===== config.mk =====
export PLATFORM = sky130hd
export DESIGN_NAME = ltp_regs
export DESIGN_NICKNAME = d
export VERILOG_FILES = /design/src/core/ltp_pkg.sv /design/src/core/ltp_sync.sv /design/src/core/ltp_regs.sv
export SDC_FILE = /design/constraint.sdc
export NUM_CORES = 1
export LEC_CHECK = 0
export ABC_AREA = 1
export BUFFER_PORTS_ARGS = -buffer_cell sky130_fd_sc_hd__buf_2
export CAP_MARGIN = 20
export CORE_MARGIN = 2
export CORE_UTILIZATION = 46
export DETAILED_ROUTE_END_ITERATION = 10
export PLACE_DENSITY = 0.81
export SLEW_MARGIN = 10
export SYNTH_ARGS = -nofsm -noshare
export SYNTH_HDL_FRONTEND = slang
export SYNTH_SLANG_ARGS = --single-unit
export TNS_END_PERCENT = 100

===== constraint.sdc =====
create_clock -name clk_sys_in -period 1.85 [get_ports clk_sys_in]
set_input_delay 0.37 -clock clk_sys_in [delete_from_list [all_inputs] [get_ports clk_sys_in]]
set_output_delay 0.37 -clock clk_sys_in [all_outputs]
set_load 0.02 [all_outputs]

===== src/core/ltp_pkg.sv =====
/*
 * ltp_pkg: constants, register indices, field positions and carrier
 * types for the link-training page register bank.
 * Assumes one clock domain; the byte address of a register is its
 * printed offset (index) times four, and the receive bank sits at
 * a fixed index base above the transmit bank.
 */
package ltp_pkg;
    localparam int ADDR_W = 8;
    localparam int DATA_W = 32;
    localparam int PAGE_W = 32;
    // printed offsets, kept as indices
    localparam logic [3:0] IDX_MAIN = 4'h0;
    localparam logic [3:0] IDX_PAGE0 = 4'h4;
    localparam logic [3:0] IDX_PAGE3 = 4'h7;
    localparam logic [3:0] IDX_RX_BASE = 4'h8;
    localparam int BYTE_SHIFT = 2;
    // main control field positions
    localparam int BIT_DP_RST = 7;
    localparam int BIT_ENABLE = 6;
    localparam int BIT_IRQ_EN = 5;
    localparam int BIT_BYPASS = 4;
    localparam int BIT_LOCK = 3;
    localparam int BIT_RESTART = 1;
    localparam int BIT_READY = 0;
    localparam logic [7:0] RESET_BYTE = 8'h00;
    localparam logic [PAGE_W-1:0] RESET_PAGE = 32'h0000_0000;
    localparam int SYNC_STAGES = 2;

    typedef enum logic [3:0] {
        LTP_SEL_NONE = 4'h0,
        LTP_SEL_TX_MAIN = 4'h1,
        LTP_SEL_TX_PAGE = 4'h3,
        LTP_SEL_RX_MAIN = 4'h2,
        LTP_SEL_RX_PAGE = 4'h6
    } ltp_sel_type;

    typedef struct packed {
        logic [PAGE_W-1:0] page;
        logic valid;
    } ltp_page_type;

    typedef struct packed {
        logic dp_rst;
        logic enable;
        logic ready;
        logic [PAGE_W-1:0] page;
    } ltp_tx_type;

    typedef struct packed {
        logic dp_rst;
        logic enable;
        logic irq_en;
        logic ready;
        logic restart;
        logic irq;
        logic [PAGE_W-1:0] page;
    } ltp_rx_type;

    typedef struct packed {
        ltp_tx_type tx;
        ltp_rx_type rx;
        logic drive;
        logic pready;
        logic pslverr;
        logic [DATA_W-1:0] prdata;
    } ltp_state_type;
endpackage : ltp_pkg


===== src/core/ltp_sync.sv =====
/*
 * ltp_sync: two-stage synchroniser for slow level inputs from pins.
 * Assumes the inputs are levels that hold for several clocks.
 */
`timescale 1ns/1ps
module ltp_sync #(
    parameter int WIDTH = 1
) (
    input wire logic clk_sys_in,
    input wire logic rst_in,
    input wire logic ce_in,
    input wire logic [WIDTH-1:0] async_in,
    output logic [WIDTH-1:0] sync_out
);
    import ltp_pkg::*;

    typedef struct packed {
        logic [WIDTH-1:0] meta;
        logic [WIDTH-1:0] held;
    } ltp_sync_type;

    ltp_sync_type r;
    ltp_sync_type next_r;

    always_comb begin
        next_r = r;
        if (ce_in) begin
            next_r.meta = async_in;
            next_r.held = r.meta;
        end
    end

    always_ff @(posedge clk_sys_in) begin
        if (rst_in) begin
            r <= '0;
        end else begin
            r <= next_r;
        end
    end

    assign sync_out = r.held;
endmodule : ltp_sync


===== src/core/ltp_regs.sv =====
/*
 * ltp_regs: software-visible control and page registers for the
 * link-training transmit and receive dataplanes, on an APB port.
 * Assumes both dataplanes run on clk_sys_in; only the external
 * bypass indication arrives from a pin and is synchronised here.
 */
`timescale 1ns/1ps
module ltp_regs (
    input wire logic clk_sys_in,
    input wire logic rst_in,
    input wire logic ce_in,
    input wire logic psel_in,
    input wire logic penable_in,
    input wire logic pwrite_in,
    input wire logic [ltp_pkg::ADDR_W-1:0] paddr_in,
    input wire logic [ltp_pkg::DATA_W-1:0] pwdata_in,
    output logic [ltp_pkg::DATA_W-1:0] prdata_out,
    output logic pready_out,
    output logic pslverr_out,
    input wire logic ext_bypass_in,
    input wire logic tx_page_taken_in,
    output logic tx_dp_rst_out,
    output logic tx_drive_out,
    output ltp_pkg::ltp_page_type tx_page_out,
    input wire logic rx_lock_in,
    input wire ltp_pkg::ltp_page_type rx_page_in,
    output logic rx_dp_rst_out,
    output logic rx_restart_out,
    output logic irq_out
);
    import ltp_pkg::*;

    ltp_state_type r;
    ltp_state_type next_r;
    logic bypass_s;
    ltp_sel_type sel;
    logic [1:0] byte_sel;
    logic access;
    logic [7:0] rd_byte;
    logic [7:0] wbyte;

    ltp_sync #(
        .WIDTH(1)
    ) u_bypass_sync (
        .clk_sys_in(clk_sys_in),
        .rst_in(rst_in),
        .ce_in(ce_in),
        .async_in(ext_bypass_in),
        .sync_out(bypass_s)
    );

    // maps a byte address onto a register group; used for read and write
    function automatic ltp_sel_type decode(
        input logic [ADDR_W-1:0] addr
    );
        logic [3:0] idx;
        logic [3:0] loc;
        ltp_sel_type s;
        idx = addr[BYTE_SHIFT +: 4];
        loc = (idx >= IDX_RX_BASE) ? idx - IDX_RX_BASE : idx;
        s = LTP_SEL_NONE;
        if (addr[BYTE_SHIFT-1:0] == 2'h0 && addr[ADDR_W-1:BYTE_SHIFT+4]
            == '0) begin
            if (loc == IDX_MAIN) begin
                s = (idx >= IDX_RX_BASE) ? LTP_SEL_RX_MAIN : LTP_SEL_TX_MAIN;
            end else if (loc >= IDX_PAGE0 && loc <= IDX_PAGE3) begin
                s = (idx >= IDX_RX_BASE) ? LTP_SEL_RX_PAGE : LTP_SEL_TX_PAGE;
            end
        end
        return s;
    endfunction : decode

    assign sel = decode(paddr_in);
    assign byte_sel = paddr_in[BYTE_SHIFT +: 2];
    assign access = psel_in && penable_in && !r.pready;
    assign wbyte = pwdata_in[7:0];

    // read view of the addressed register
    always_comb begin
        rd_byte = 8'h00;
        unique case (sel)
            LTP_SEL_TX_MAIN: begin
                rd_byte[BIT_DP_RST] = r.tx.dp_rst;
                rd_byte[BIT_ENABLE] = r.tx.enable;
                rd_byte[BIT_BYPASS] = bypass_s;
                rd_byte[BIT_READY] = r.tx.ready;
            end
            LTP_SEL_TX_PAGE: begin
                rd_byte = r.tx.page[8*byte_sel +: 8];
            end
            LTP_SEL_RX_MAIN: begin
                rd_byte[BIT_DP_RST] = r.rx.dp_rst;
                rd_byte[BIT_ENABLE] = r.rx.enable;
                rd_byte[BIT_IRQ_EN] = r.rx.irq_en;
                rd_byte[BIT_LOCK] = rx_lock_in;
                rd_byte[BIT_RESTART] = 1'b0;
                rd_byte[BIT_READY] = r.rx.ready;
            end
            LTP_SEL_RX_PAGE: begin
                rd_byte = r.rx.page[8*byte_sel +: 8];
            end
            LTP_SEL_NONE: begin
                rd_byte = 8'h00;
            end
        endcase
    end

    always_comb begin
        next_r = r;
        if (ce_in) begin
            next_r.pready = access;
            next_r.pslverr = access && (sel == LTP_SEL_NONE);
            next_r.rx.restart = 1'b0;
            if (access && !pwrite_in) begin
                next_r.prdata = {{(DATA_W-8){1'b0}}, rd_byte};
            end
            // device clears tx ready once the page is copied
            if (tx_page_taken_in && !r.tx.dp_rst) begin
                next_r.tx.ready = 1'b0;
            end
            // capture only while no page is pending
            if (rx_page_in.valid && !r.rx.ready && !r.rx.dp_rst) begin
                next_r.rx.page = rx_page_in.page;
                next_r.rx.ready = 1'b1;
            end
            if (access && pwrite_in) begin
                unique case (sel)
                    LTP_SEL_TX_MAIN: begin
                        next_r.tx.dp_rst = wbyte[BIT_DP_RST];
                        next_r.tx.enable = wbyte[BIT_ENABLE];
                        // software set wins over a same-cycle copy
                        if (wbyte[BIT_READY]) begin
                            next_r.tx.ready = 1'b1;
                        end
                    end
                    LTP_SEL_TX_PAGE: begin
                        next_r.tx.page[8*byte_sel +: 8] = wbyte;
                    end
                    LTP_SEL_RX_MAIN: begin
                        next_r.rx.dp_rst = wbyte[BIT_DP_RST];
                        // stored only for read-back, steers nothing
                        next_r.rx.enable = wbyte[BIT_ENABLE];
                        next_r.rx.irq_en = wbyte[BIT_IRQ_EN];
                        next_r.rx.restart = wbyte[BIT_RESTART];
                        // a capture in the same cycle is kept
                        if (wbyte[BIT_READY] && !(rx_page_in.valid
                            && !r.rx.ready && !r.rx.dp_rst)) begin
                            next_r.rx.ready = 1'b0;
                        end
                    end
                    LTP_SEL_RX_PAGE: begin
                        // read-only; a same-cycle capture must survive
                    end
                    LTP_SEL_NONE: begin
                        // unmapped: answered with an error, nothing stored
                    end
                endcase
            end
            // interrupt follows the committed flag and enable
            next_r.rx.irq = next_r.rx.irq_en && next_r.rx.ready;
            next_r.drive = next_r.tx.enable && !bypass_s
                && !next_r.tx.dp_rst;
        end
    end

    always_ff @(posedge clk_sys_in) begin
        if (rst_in) begin
            r.tx.dp_rst <= RESET_BYTE[BIT_DP_RST];
            r.tx.enable <= RESET_BYTE[BIT_ENABLE];
            r.tx.ready <= RESET_BYTE[BIT_READY];
            r.tx.page <= RESET_PAGE;
            r.rx.dp_rst <= RESET_BYTE[BIT_DP_RST];
            r.rx.enable <= RESET_BYTE[BIT_ENABLE];
            r.rx.irq_en <= RESET_BYTE[BIT_IRQ_EN];
            r.rx.ready <= RESET_BYTE[BIT_READY];
            r.rx.restart <= 1'b0;
            r.rx.irq <= 1'b0;
            r.rx.page <= RESET_PAGE;
            r.drive <= 1'b0;
            r.pready <= 1'b0;
            r.pslverr <= 1'b0;
            r.prdata <= '0;
        end else begin
            r <= next_r;
        end
    end

    assign prdata_out = r.prdata;
    assign pready_out = r.pready;
    assign pslverr_out = r.pslverr;
    assign tx_dp_rst_out = r.tx.dp_rst;
    assign rx_dp_rst_out = r.rx.dp_rst;
    assign tx_drive_out = r.drive;
    assign tx_page_out = '{page: r.tx.page, valid: r.tx.ready};
    assign rx_restart_out = r.rx.restart;
    assign irq_out = r.rx.irq;
endmodule : ltp_regs


==> run metrics <==
status=completed; Post-CTS Hold Fix Bufs=0; number of global-route vias before repair=3897; setup violators final=0; die height=105.3 µm; initial DRC count=274; commonest non-fill, non-tap cell in the layout=a21oi_1; Yosys warnings=0; Tmin final=1.609 ns; area of the core=9864 µm²; fin nets=808; WL per Instance=13.97 µm; R2R Setup Slk=0.24 ns; Setup Buffers After CTS=0; R2R Path Start=pready_out$_SDFFE_PP0P_; Slew Limit Fails=0; total negative setup slack=0 ns; CTS Sinks=86; total vias in the final route=4345; RSZ-0062 raised after global routing=false; Placed Cells incl. Taps=844; largest net degree at the start of global routing=66; Non-Filler Instances=860; insertion delay to the later sink of the worst-skew pair=0.37 ns; global route overflow=0; Worst Skew=0.007756 ns; htree depth=3; Chip Width=105.3 µm; worst hold stages=3; CP Launch Type=flip-flop; LEAKAGE=2.361 nW; initial antenna violation count=0; most frequent cells in the layout=a21oi_1 (109), buf_2 (105), nand2_1 (96); initial core utilization=47.81%; Crit path required time=2.11 ns; Tot GR Track Use=21.60%; worst min-delay path class=input pin to flip-flop; CP max stage delay=0.33 ns; Mapped Area=4716 µm²; Mapped Cells=663; Levels on crit path=7; total die area=11080 µm²; Netlist cell types=33; syn_area_per_cell=7.113 µm²; Vias per Instance=5.052; Max Cap Violations=0; crit path buf inv count=3; Worst setup EP type=flip-flop; CTS Buf Count=9; # IOs=154; ratio of cells with drive above 1 in the final layout=22.97%; min-delay src=ext_bypass_in; post-synthesis sequential area ratio=36.51%; crit path DAT=1.86 ns; top cell type's share of synthesized area=36.51%; R2R Path End=tx_page_out[1]$_SDFFE_PP0P_; maximum clock frequency=621.7 MHz; CP delay by family, top=buffers and inverters; first-pass GRT wire length=18910 µm; critical path fanouts, max=19; CTS tree=yes; Post-DRT Antenna Nets=0; WHS Endpoint=u_bypass_sync.r[1]$_SDFFE_PP0P_; crit share post-route=86.95%; Core Rows=36; cell chain of the critical path=inv_2 -> nand4_1 -> buf_4 -> inv_4 -> nand4_4 -> o21ai_0 -> a21oi_1; clk root buf=clkbuf_8; fillers=990; GPL Wtd Cong=0.9448; DRC=0; area grow syn2layout=10.75%; Synth area leaders=dfxtp_1 (37%), a21oi_1 (12%), buf_4 (11%); Detailed Routing Iterations Pass 1=6; Peak VDD IR=394.9 µV; ANT cells=0; Hold Fails Final Rpt=0; area leader, netlist=dfxtp_1; Port Buffer Count=105; cts repair resizes=0; Seq cells post-synth=86; pwr dens=726.3 nW/µm²; Max Root-Sink Buffers=2; Crit-path slowest cell=dfxtp_1; Final HPWL DP=8957 µm; CP Class=flip-flop to flip-flop; R2R depth=7; CTS clk-pin slew, worst paths=0.09 ns; final WL=12020 µm
-- how the worst max path moves through the flow --
stage | startpoint | end
2_1_floorplan | paddr_in[3] | r[71]$_SDFFE_PP0P_
3_3_place_gp | paddr_in[3] | tx_page_out[16]$_SDFFE_PP0P_
3_5_place_dp | paddr_in[3] | tx_page_out[9]$_SDFFE_PP0P_
4_1_cts | pready_out$_SDFFE_PP0P_ | tx_page_out[1]$_SDFFE_PP0P_
5_1_grt | pready_out$_SDFFE_PP0P_ | tx_page_out[8]$_SDFFE_PP0P_
6_report | pready_out$_SDFFE_PP0P_ | tx_page_out[1]$_SDFFE_PP0P_
-- cells in the mapped netlist, drive strengths merged --
library cell	instances
a31oi	1
dfxtp	86
clkinv	1
buf	78
conb	1
clkbuf	18
nand2	100
o21a	1
inv	90
a211oi	1
nor3	17
nand4	8
ha	4
o211ai	9
nor2	22
nand3	23
a21oi	109
o21ai	94
-- tightest hold or removal path, cell delays in order --
cell and delay (ns):
buf_2 0.08, nor2_1 0.03, nor2_1 0.08
-- cell type report --
class                           instances  area, µm²  area share (%)
Sequential cell                        86       1722           32.97
Timing Repair Buffer                  121      683.2           13.08
Clock inverter                          6      58.81           1.126
Inverter                               91      345.3           6.612
Clock buffer                           10      137.6           2.635
Tap cell                              133      166.4           3.186
Multi-Input combinational cell        413       2110           40.39
-- power breakdown --
group / total (W) / internal (W) / switching [W] / leakage, nW
combinational: 0.000502 / 0.000169 / 0.000334 / 1.55
sequential: 0.00194 / 0.00191 / 0.0000251 / 0.700
clock: 0.00135 / 0.000656 / 0.000697 / 0.106
-- registers in the layout, indices dropped and copies added, names as in the netlist --
name / count
pready_out: 1
u_bypass_sync.r: 1
rx_dp_rst_out: 1
rx_restart_out: 1
tx_dp_rst_out: 1
tx_page_out: 33
prdata_out: 8
r: 36
pslverr_out: 1
u_bypass_sync.sync_out: 1
tx_drive_out: 1
irq_out: 1
-- routing by layer --
metal | vias to the layer above | GRT usage [%] | part of all wire (%)
met4 | 0 | 11.33 | 3.9
met5 | - | 0 | 0
met2 | 178 | 35.71 | 47
met1 | 1933 | 26.96 | 43
met3 | 31 | 3.525 | 6.2
li1 | 2203 | - | -
-- logic make-up (layout without fill, tap and decap cells) --
group	count (synthesis)	after routing	synth area share, %
AOI/OAI and AO/OA	215	215	23.69
buffers and inverters	187	228	20.96
and+or+nand+nor	170	170	17.70
DFF	86	86	36.51
adders and majority gates	4	4	1.061
other	1	24	0.07952
-- per-stage QoR --
stage	worst slack, ns	instance area [µm²]	hold WS (ns)	utilization [%]	power, W
after floorplan	0.02972	4815	0.4205	-	0.002347
after global placement	0.1148	5026	0.4302	50.95	0.002466
after detailed placement	0.05575	5026	0.4369	50.95	0.002478
after CTS	0.2624	5223	0.2354	52.94	0.003797
after global routing	0.08767	5223	0.2612	52.94	0.003951
final	0.2414	5223	0.2360	52.94	0.003793
Note: power is estimated with default switching activity, not from simulation.
